===== config.mk =====
export PLATFORM = sky130hd
export DESIGN_NAME = wdt_top
export DESIGN_NICKNAME = d
export VERILOG_FILES = /design/src/include/wdt_pkg.sv /design/src/hw/wdt_clk_div.sv /design/src/hw/wdt_top.sv
export VERILOG_INCLUDE_DIRS = /design/src /design/src/include
export SDC_FILE = /design/constraint.sdc
export NUM_CORES = 1
export LEC_CHECK = 0
export BUFFER_PORTS_ARGS = -buffer_cell sky130_fd_sc_hd__buf_2
export CAP_MARGIN = 20
export CORE_ASPECT_RATIO = 2
export CORE_UTILIZATION = 47
export DETAILED_ROUTE_END_ITERATION = 10
export PLACE_DENSITY = 0.77
export SLEW_MARGIN = 25
export SYNTH_ARGS = -nofsm -noshare
export SYNTH_HDL_FRONTEND = slang
export SYNTH_HIERARCHICAL = 1
export SYNTH_SLANG_ARGS = --single-unit

===== constraint.sdc =====
create_clock -name clk_sys_i -period 2.6 [get_ports clk_sys_i]
set_clock_uncertainty 0.1 [all_clocks]
set_input_delay 0 -clock clk_sys_i [delete_from_list [all_inputs] [get_ports clk_sys_i]]
set_output_delay 0 -clock clk_sys_i [all_outputs]
set_load 0.005 [all_outputs]

===== src/include/wdt_map.svh =====
// Register offsets, field positions, reset values and counts of the watchdog
`ifndef WDT_MAP_SVH
`define WDT_MAP_SVH

// Register byte offsets on the APB bus
`define WDT_OFF_CTRL 8'h00
`define WDT_OFF_COUNT 8'h04
`define WDT_OFF_CLKSEL 8'h08
`define WDT_OFF_STATUS 8'h0C
`define WDT_OFF_MASK 8'h10

// Control register field positions
`define WDT_CTRL_WE_BIT 0
`define WDT_CTRL_WE_INH_BIT 1
`define WDT_CTRL_RUN_BIT 2
`define WDT_CTRL_RUN_INH_BIT 3

// Status and mask register field positions
`define WDT_ST_OVF_BIT 0
`define WDT_ST_RST_END_BIT 1

// Reset values and the counter maximum
`define WDT_CNT_RESET 8'h00
`define WDT_CNT_MAX 8'hFF
`define WDT_CLKSEL_RESET 2'h0
`define WDT_STATUS_RESET 2'h0
`define WDT_MASK_RESET 2'h0

// Internal reset length in oscillator (system) clock cycles
`define WDT_RST_CYCLES 9'h100

// Input clock divide ratios selected by the clock select register
`define WDT_DIV_SEL0 10'h001
`define WDT_DIV_SEL1 10'h008
`define WDT_DIV_SEL2 10'h040
`define WDT_DIV_SEL3 10'h200

`endif


===== src/include/wdt_pkg.sv =====
// Types shared by the watchdog design files
package wdt_pkg;

  // Fields of a control register write, bit 3 down to bit 0
  typedef struct packed {
    logic run_inh;
    logic run;
    logic we_inh;
    logic we;
  } wdt_ctrl_t;

  // Sticky events, bit 1 down to bit 0
  typedef struct packed {
    logic rst_end;
    logic ovf;
  } wdt_evt_t;

  // Input clock rate selections
  typedef enum logic [1:0] {
    WDT_DIV_1 = 2'b00,
    WDT_DIV_8 = 2'b01,
    WDT_DIV_64 = 2'b10,
    WDT_DIV_512 = 2'b11
  } wdt_div_t;

endpackage : wdt_pkg


===== src/hw/wdt_clk_div.sv =====
// Prescaler that makes the watchdog input clock as a one-cycle enable
`include "wdt_map.svh"

module wdt_clk_div (
  input wire logic clk_sys_i,
  input wire logic reset_i,
  input wire logic run_i,
  input wire wdt_pkg::wdt_div_t sel_i,
  output logic tick_o
);

  logic [9:0] div_cnt;
  wire logic [9:0] div_lim;
  wire logic at_end;

  // Ratio decode
  assign div_lim = (sel_i == wdt_pkg::WDT_DIV_1) ? `WDT_DIV_SEL0 :
                   (sel_i == wdt_pkg::WDT_DIV_8) ? `WDT_DIV_SEL1 :
                   (sel_i == wdt_pkg::WDT_DIV_64) ? `WDT_DIV_SEL2 :
                   `WDT_DIV_SEL3;
  assign at_end = (div_cnt >= div_lim - 10'h001);
  // Stopped divider restarts from zero so the first period is whole
  assign tick_o = run_i & at_end;

  // Divide counter; >= keeps it sane if the ratio shrinks mid-count
  always_ff @(posedge clk_sys_i)
  begin
    if (reset_i || !run_i || at_end)
      div_cnt <= 10'h000;
    else
      div_cnt <= div_cnt + 10'h001;
  end

endmodule : wdt_clk_div


===== src/hw/wdt_top.sv =====
// Watchdog reset timer with APB register access and a level interrupt
//
// Behaviour
// - an 8-bit counter steps up once per selected input clock while running.
// - run starts only on run=1 with its inhibit 0 while write-enable is 1.
// - a tick at count FF overflows and raises the internal reset request.
// - the internal reset stays high exactly 256 oscillator clock cycles.
// - the counter is writable except during the internal reset pulse; counting continues from it.
// - preloading the counter gives overflow after 1 to 256 input clocks.
`include "wdt_map.svh"

module wdt_top (
  input wire logic clk_sys_i,
  input wire logic reset_i,
  input wire logic psel_i,
  input wire logic penable_i,
  input wire logic pwrite_i,
  input wire logic [7:0] paddr_i,
  input wire logic [31:0] pwdata_i,
  output logic [31:0] prdata_o,
  output logic pready_o,
  output logic pslverr_o,
  output logic irq_o,
  output logic wdt_reset_o
);

  // Control and counter state
  logic ctrl_write_enable_bit;
  logic wdog_run_bit;
  logic [7:0] wdog_counter;
  wdt_pkg::wdt_div_t clk_sel;
  wdt_pkg::wdt_evt_t status;
  wdt_pkg::wdt_evt_t mask;
  logic [8:0] rst_left;
  logic tick;

  // Bus phase decode
  wire logic access_cyc;
  wire logic done_cyc;
  wire logic wr_done;
  wire logic rd_done;
  assign access_cyc = psel_i & penable_i & ~pready_o;
  assign done_cyc = psel_i & penable_i & pready_o;
  assign wr_done = done_cyc & pwrite_i;
  assign rd_done = done_cyc & ~pwrite_i;

  // Address decode
  wire logic hit_ctrl;
  wire logic hit_count;
  wire logic hit_clksel;
  wire logic hit_status;
  wire logic hit_mask;
  wire logic hit_any;
  assign hit_ctrl = (paddr_i == `WDT_OFF_CTRL);
  assign hit_count = (paddr_i == `WDT_OFF_COUNT);
  assign hit_clksel = (paddr_i == `WDT_OFF_CLKSEL);
  assign hit_status = (paddr_i == `WDT_OFF_STATUS);
  assign hit_mask = (paddr_i == `WDT_OFF_MASK);
  assign hit_any = hit_ctrl | hit_count | hit_clksel | hit_status | hit_mask;

  // Control write fields
  wdt_pkg::wdt_ctrl_t wr_ctrl;
  assign wr_ctrl = wdt_pkg::wdt_ctrl_t'(pwdata_i[3:0]);

  // Reset pulse in progress; writes to control, counter and clock select are held off
  wire logic rst_busy;
  wire logic rst_last;
  assign rst_busy = (rst_left != 9'h000);
  assign rst_last = (rst_left == 9'h001);

  // Write-enable loads only when its own inhibit is written 0
  wire logic we_upd;
  assign we_upd = wr_done & hit_ctrl & ~wr_ctrl.we_inh & ~rst_busy;

  // Run loads only with inhibit 0 and write-enable already set beforehand,
  // so one write cannot both unlock and start
  wire logic run_upd;
  assign run_upd = wr_done & hit_ctrl & ~wr_ctrl.run_inh
                   & ctrl_write_enable_bit & ~rst_busy;

  // Counter write and overflow
  wire logic cnt_wr;
  wire logic ovf;
  assign cnt_wr = wr_done & hit_count & ~rst_busy;
  assign ovf = tick & wdog_run_bit & ~rst_busy
               & (wdog_counter == `WDT_CNT_MAX);

  // Next counter: overflow beats write, write beats a tick
  logic [7:0] next_counter;
  always_comb
  begin
    next_counter = wdog_counter;
    if (ovf)
      next_counter = `WDT_CNT_RESET;
    else if (cnt_wr)
      next_counter = pwdata_i[7:0];
    else if (tick && wdog_run_bit)
      next_counter = wdog_counter + 8'h01;
  end

  // Input clock prescaler, held in reset while stopped
  wdt_clk_div u_div (
    .clk_sys_i(clk_sys_i),
    .reset_i(reset_i),
    .run_i(wdog_run_bit),
    .sel_i(clk_sel),
    .tick_o(tick)
  );

  // Counter register
  always_ff @(posedge clk_sys_i)
  begin
    if (reset_i)
      wdog_counter <= `WDT_CNT_RESET;
    else
      wdog_counter <= next_counter;
  end

  // Control bits; overflow drops them so the watchdog stays stopped
  always_ff @(posedge clk_sys_i)
  begin
    if (reset_i || ovf)
    begin
      ctrl_write_enable_bit <= 1'b0;
      wdog_run_bit <= 1'b0;
      clk_sel <= wdt_pkg::wdt_div_t'(`WDT_CLKSEL_RESET);
    end
    else
    begin
      if (we_upd)
        ctrl_write_enable_bit <= wr_ctrl.we;
      if (run_upd)
        wdog_run_bit <= wr_ctrl.run;
      if (wr_done && hit_clksel && !rst_busy)
        clk_sel <= wdt_pkg::wdt_div_t'(pwdata_i[1:0]);
    end
  end

  // Internal reset length counter; output falls as the count hits zero
  always_ff @(posedge clk_sys_i)
  begin
    if (reset_i)
    begin
      rst_left <= 9'h000;
      wdt_reset_o <= 1'b0;
    end
    else if (ovf)
    begin
      rst_left <= `WDT_RST_CYCLES;
      wdt_reset_o <= 1'b1;
    end
    else if (rst_busy)
    begin
      rst_left <= rst_left - 9'h001;
      wdt_reset_o <= ~rst_last;
    end
  end

  // Sticky events; clear only what the read returned so a set in the
  // same cycle as the read, or after data was latched, is never lost
  wdt_pkg::wdt_evt_t evt;
  wdt_pkg::wdt_evt_t rd_clr;
  wdt_pkg::wdt_evt_t next_status;
  assign evt.ovf = ovf;
  assign evt.rst_end = rst_last;
  assign rd_clr = (rd_done && hit_status) ?
                  wdt_pkg::wdt_evt_t'(prdata_o[1:0]) : 2'h0;
  assign next_status = (status & ~rd_clr) | evt;

  // Status, mask and interrupt
  always_ff @(posedge clk_sys_i)
  begin
    if (reset_i)
    begin
      status <= `WDT_STATUS_RESET;
      mask <= `WDT_MASK_RESET;
      irq_o <= 1'b0;
    end
    else
    begin
      status <= next_status;
      if (wr_done && hit_mask)
        mask <= wdt_pkg::wdt_evt_t'(pwdata_i[1:0]);
      irq_o <= |(next_status & ((wr_done && hit_mask) ?
               wdt_pkg::wdt_evt_t'(pwdata_i[1:0]) : mask));
    end
  end

  // Read mux; inhibit bits are write-only and read as one
  wire logic [31:0] rd_data;
  assign rd_data =
    hit_ctrl ? {28'h0000000, 1'b1, wdog_run_bit, 1'b1,
                ctrl_write_enable_bit} :
    hit_count ? {24'h000000, wdog_counter} :
    hit_clksel ? {30'h00000000, clk_sel} :
    hit_status ? {30'h00000000, status} :
    hit_mask ? {30'h00000000, mask} :
    32'h00000000;

  // APB answer: one wait state, data and error latched with pready
  always_ff @(posedge clk_sys_i)
  begin
    if (reset_i)
    begin
      pready_o <= 1'b0;
      pslverr_o <= 1'b0;
      prdata_o <= 32'h00000000;
    end
    else
    begin
      pready_o <= access_cyc;
      pslverr_o <= access_cyc & ~hit_any;
      if (access_cyc && !pwrite_i)
        prdata_o <= rd_data;
    end
  end

  // Checking helpers: reset pulse length and ticks since last preload
  logic [8:0] hi_len;
  logic [8:0] tk_seen;
  logic [7:0] preload;
  always_ff @(posedge clk_sys_i)
  begin
    if (reset_i)
    begin
      hi_len <= 9'h000;
      tk_seen <= 9'h000;
      preload <= `WDT_CNT_RESET;
    end
    else
    begin
      hi_len <= wdt_reset_o ? hi_len + 9'h001 : 9'h000;
      if (ovf || cnt_wr)
      begin
        tk_seen <= 9'h000;
        preload <= next_counter;
      end
      else if (tick && wdog_run_bit && !rst_busy)
        tk_seen <= tk_seen + 9'h001;
    end
  end
endmodule : wdt_top


## Yosys cells after proc, flatten, opt, wreduce, memory -nomap -nowiden

Index checks and enable logic that the tools add are counted.

- Register bits: 71
- Bits of input ports: 45
- Output and inout port bits: 36
- Word-level logic and storage cells: 97

- Add/subtract/negate cells: 4
- Order comparisons: 1
- Equal/unequal tests: 8
- Multiplexer cells: 16
- Bitwise gates (word level): 33
- Reduce and logical (&&, ||, !) cells: 19

Operators with widths:

| operator | count |
|---|---|
| 2-to-1 mux 8 bit | 4 |
| 2-to-1 mux 10 bit | 3 |
| AND 1 bit | 18 |
| 2-to-1 mux 9 bit | 2 |
| == test 8 x 4 -> 1 bit (second input constant) | 2 |
| adder 10 x 1 -> 10 bit (second input constant) | 1 |
| >= comparator 10 bit | 1 |
| 2-to-1 mux 2 bit | 5 |
| subtractor 10 x 1 -> 10 bit (second input constant) | 1 |
| == test 9 x 1 -> 1 bit (second input constant) | 1 |
| nonzero test 9 bit | 1 |
| subtractor 9 x 1 -> 9 bit (second input constant) | 1 |
| adder 8 x 1 -> 8 bit (second input constant) | 1 |
| == test 8 x 3 -> 1 bit (second input constant) | 1 |
| == test 8 x 5 -> 1 bit (second input constant) | 1 |
| == test 8 bit (second input constant) | 1 |
| logical NOT 8 bit | 1 |
| NOT 1 bit | 7 |
| logical AND 1 bit | 6 |
| AND 2 bit | 2 |
| bitwise OR 1 bit | 4 |
| nonzero test 2 bit | 2 |
| OR reduction 2 bit | 2 |
| logical NOT 1 bit | 3 |
| other kinds (7) | 10 |

## Longest topological paths before layout

- Depth after elaboration: 13
- Mapped depth: 12

## Hierarchy

Netlist, hierarchy kept.

Modules (own cells, without submodules):

| module | times used | cells an instance | area each (µm²) | seq. area each (µm²) |
|---|---|---|---|---|
| wdt_top | 1 | 235 | 2015.7 | 740.7 |
| wdt_clk_div | 1 | 78 | 694.4 | 200.2 |

## Least setup slack after synthesis

Ideal clock, no wire load.

- Path type: register to register
- Start point: register clk_sel[1]
- End point: register rst_left[1]
- Library setup time: 86 ps
- Arrival time: 2383 ps
- Setup slack: 32 ps
- Cell stages (with the launch flop): 12
- Path buffers: 1
- Period minus slack after synthesis: 2568 ps
- Path through: dfxtp_1 -> or2_2 -> ha_1 -> nand2b_1 -> a21oi_1 -> nor2_1 -> o41a_1 -> and4_1 -> nand3_1 -> o21ai_0 -> buf_2 -> a211oi_1

- Word-level cells in the longest chain between the ends: 11
- Elaborated cells between the ends (all ways): 13
- Those cells by class: 1 x add/sub; 1 x order compare; 2 x eq/ne; 3 x mux; 4 x bitwise; 2 x reduce/logical

RTL lines:

| what | line | source |
|---|---|---|
| from (decl) | wdt_top.sv:31 | `wdt_pkg::wdt_div_t clk_sel;` |
| from (signal assigned) | wdt_top.sv:126 | `` clk_sel <= wdt_pkg::wdt_div_t'(`WDT_CLKSEL_RESET); `` |
| from (signal assigned) | wdt_top.sv:135 | `clk_sel <= wdt_pkg::wdt_div_t'(pwdata_i[1:0]);` |
| == test 2 bit | wdt_clk_div.sv:19 | `` (sel_i == wdt_pkg::WDT_DIV_64) ? `WDT_DIV_SEL2 : `` |
| 2-to-1 mux 10 bit (no line) (2 in series) | -- |  |
| 2-to-1 mux 10 bit (no line) (*) | -- |  |
| subtractor 10 x 1 -> 10 bit (*) | wdt_clk_div.sv:21 | `assign at_end = (div_cnt >= div_lim - 10'h001);` |
| >= comparator 10 bit (*) | wdt_clk_div.sv:21 |  |
| AND 1 bit (*) | wdt_clk_div.sv:23 | `assign tick_o = run_i & at_end;` |
| net tick | wdt_top.sv:35 | `logic tick;` |
| AND 1 bit (*) (3 in series) | wdt_top.sv:85 | `assign ovf = tick & wdog_run_bit & ~rst_busy` |
| OR reduction 2 bit (no line) (*) | -- |  |
| to (signal assigned) | wdt_top.sv:149 | `` rst_left <= `WDT_RST_CYCLES; `` |
| to (signal assigned) | wdt_top.sv:154 | `rst_left <= rst_left - 9'h001;` |
| to (decl) | wdt_top.sv:34 | `logic [8:0] rst_left;` |

Mark *: on every way through the listed nets, which the timed path passes. The rest lies on a longest branch.
A chain may end at the register's enable or synchronous reset.

## Final worst setup path

- Start point: register clk_sel[0]
- End point: register wdog_counter[6]

- Word-level cells in the longest chain between the ends: 11
- Elaborated cells between the ends (all ways): 15
- Those cells by class: 1 x add/sub; 1 x order compare; 2 x eq/ne; 3 x mux; 4 x bitwise; 4 x reduce/logical

RTL lines:

| what | line | source |
|---|---|---|
| == test 2 bit | wdt_clk_div.sv:19 |  |
| 2-to-1 mux 10 bit (no line) (2 in series) | -- |  |
| 2-to-1 mux 10 bit (no line) (*) | -- |  |
| subtractor 10 x 1 -> 10 bit (*) | wdt_clk_div.sv:21 |  |
| >= comparator 10 bit (*) | wdt_clk_div.sv:21 |  |
| AND 1 bit (*) | wdt_clk_div.sv:23 |  |
| net tick | wdt_top.sv:35 |  |
| AND 1 bit (3 in series) | wdt_top.sv:85 |  |
| OR reduction 2 bit (no line) | -- |  |
| to (signal assigned) | wdt_top.sv:114 | `` wdog_counter <= `WDT_CNT_RESET; `` |
| to (signal assigned) | wdt_top.sv:116 | `wdog_counter <= next_counter;` |
| to (decl) | wdt_top.sv:30 | `logic [7:0] wdog_counter;` |

Marks and branches as above.

==> qor.csv <==
metric,value,unit
outcome,"finished, final reports clean",
PwrDens,557.7,nW/um^2
Max clock buf depth,2,
ys flop type,dfxtp_1,
GRT Util Overall,0.2127,
Slew Limit Fails,0,
Clk pwr share,0.242,
Layout fillers,457,
largest net degree at the start of global routing,17,
worst-margin pin slew,0.6536,ns
Peak VDD IR,0.0005064,V
Final Hold Viols,0,
Vias,2419,
Final Net Count,430,
distinct cell type count after synthesis,55,
ant diodes,0,
sequential fraction of design power,0.464,
hold crit path type,in2reg,
Register Area,943.4,um^2
Int Pwr,1.216,mW
fraction of layout instances using a drive strength above 1,0.2480,
area occupied by multi-input gates,1713,um^2
top-count cell post-synth,dfxtp_1,
Max Clk Rate,395.4,MHz
CP Max Fanout,3,
Detailed Route Iter0 Violations,111,
Critical Path Source,clk_sel[0],
Mapped Area,2710,um^2
Num CTS Buffers,5,
Yosys reg bits,47,
DRC Markers,0,
Mean Syn Cell Area,8.658,um^2
number of global-route vias before repair,2301,
Worst EP required,2.70,ns
Logic pwr share,0.294,
NetSw,611.0,uW
CTS tree,yes,
clock slew at reported path FFs,0.09,ns
Core Area,5468,um^2
initial antenna violation count,0,
worst hold start,pwrite_i,
Gate Count Post-Synth,313,
normalized max-slew margin,0.5581,
drt total wl,6671,um
Area Overhead vs Synth,20.87,%
CTS root buf,clkbuf_8,
Setup TNS,0,ns
Die Area,6092,um^2
# H-tree levels,2,
CTS Sinks,47,
max_cap viols,0,
period utilization,0.9727,
first-pass detailed-route iteration total,4,
Worst setup SP type,flop,
Congestion Overflow GR,0,
GP Congestion,0.8935,
Die H,109.4,um
Final ANT Viol Nets,0,
Switching Fraction,0.3345,
"top cells by count, synth","dfxtp_1, nor2_1, buf_4",
DR vias/cell,5.613,
Async SR Flop Fraction,0,
"Seq/Total Area, Yosys",0.3472,
Die Width,55.70,um
fin crit period,2.529,ns
Finish-stage setup viols,0,
HPWL after detailed placement,4830,um
row count,38,
"Power, Total",1.827,mW
Port Buffers,32,
first-pass GRT wire length,9991,um
leading area contributor after synthesis,dfxtp_1,
Top Ports,81,
critical path data arrival time,2.63,ns
synth warn,6,
clk_lat worst skew,0.32,ns
Leakage,1.306,nW
Setup crit end kind,flop,
R2R Path Start,clk_sel[0],
Yosys top cell area share,0.3472,
Avg WL per Cell,15.48,um
Starting Density,0.4957,
Post-synth EDFFs,0,
Critical Setup Path Class,reg2reg,
leading post-synthesis cells by cell area,"dfxtp_1, ha_1, buf_4, nor2_1, xor2_1",
==> final timing paths <==
kind	to	slack [ns]	cells after the start
max reg2reg	wdog_counter[6]	0.07	12
min reg2reg	prdata_o[2]	0.36	2
max	wdog_counter[6]	0.07	12
min	prdata_o[1]	0.02	4
==> logic make-up after synthesis <==
| group | after synthesis | share of synthesized area |
|---|---|---|
| and+or+nand+nor | 124 | 0.2604 |
| AOI/OAI and AO/OA | 50 | 0.1242 |
| DFF | 47 | 0.3472 |
| buffers and inverters | 47 | 0.1002 |
| xor gates and xnor gates | 18 | 0.05817 |
| adders and majority gates | 15 | 0.06925 |
| muxes | 10 | 0.03786 |
| other | 2 | 0.002771 |
==> power groups by stage <==
stage / Combinational, mW / Sequential, mW / Clock [mW]
after global routing: 0.590 / 0.857 / 0.468
after detailed placement: 0.499 / 0.864 / 0
after global placement: 0.488 / 0.862 / 0
after CTS: 0.528 / 0.847 / 0.441
after floorplan: 0.375 / 0.849 / 0
final: 0.537 / 0.848 / 0.442
==> worst max-delay path, cell delays in order (launching register included) <==
cell and delay [ns]:
dfxtp_2 0.34, or2_4 0.27, inv_2 0.06, ha_1 0.22, nand4_1 0.07, or2_1 0.14, nor2_1 0.06, o41a_1 0.40
and4_4 0.22, buf_4 0.14, nand4_1 0.09, xor2_1 0.20, a211oi_2 0.10
==> metrics by stage <==
| stage | utilization | std cells | setup slack [ns] | hold WS (ns) | cell area (um^2) |
|---|---|---|---|---|---|
| final | 0.5991 | 431 | 0.07103 | 0.02365 | 3276 |
| after global placement | 0.5343 | 409 | -0.03779 | 0.1527 | 2922 |
| after detailed placement | 0.5343 | 409 | -0.1218 | 0.1755 | 2922 |
| after floorplan | - | 336 | 0.03166 | -0.01587 | 2796 |
| after global routing | 0.5991 | 431 | -0.04900 | 0.05479 | 3276 |
| after CTS | 0.5785 | 430 | 0.00007883 | 0.02490 | 3163 |
==> flip-flops by register name, summed over array words and instances (netlist names) <==
register,flops
irq_o,1
rst_left,9
ctrl_write_enable_bit,1
wdog_run_bit,1
clk_sel,2
mask,2
pready_o,1
pslverr_o,1
status,2
wdog_counter,8
u_div/div_cnt,10
prdata_o,8
wdt_reset_o,1
==> routing by layer <==
layer	GRT usage	vias up	wire length (um)
met4	0.1393	0	315
met3	0.04235	23	206
li1	-	1177	-
met1	0.1820	1155	2301
met5	0	-	0
met2	0.4294	64	3847
==> layout make-up <==
class                   instances  share of cell area
multi-input cells             242              0.5229
flip-flops and latches         47              0.2880
repair buffers                 61              0.1264
clock buffers                   7             0.02330
well taps                      60             0.02292
inverters                      13             0.01490
clock inverters                 1            0.001528
==> timing repair <==
item	in CTS	in global routing
pin swaps	1	8
setup endpoints to repair	19	23
endpoints found under the hold margin	25	0
resized for setup	7	18
setup buffers	0	1
hold buffers	13	0
==> placed cells by master, fill, tap and decap left out, types with 3 or more instances in the layout <==
cell,Yosys,routed
dfxtp_1,47,45
nor2_1,34,33
buf_2,4,32
conb_1,2,25
nand2_1,18,17
buf_4,24,15
nand3_1,15,14
nor3_1,14,14
dlygate4sd3_1,0,13
a21oi_1,14,12
inv_1,13,11
xor2_1,11,11
ha_1,15,10
mux2i_1,8,8
nand4_1,8,8
xnor2_1,7,7
a211oi_2,1,5
a211oi_1,9,5
o21ai_0,6,5
clkbuf_8,0,5
ha_4,0,5
a22oi_1,4,4
and4_1,4,3
nand3_2,2,3
a31oi_1,3,3
nor3b_1,3,3
Power figures use the tool's default switching activity.
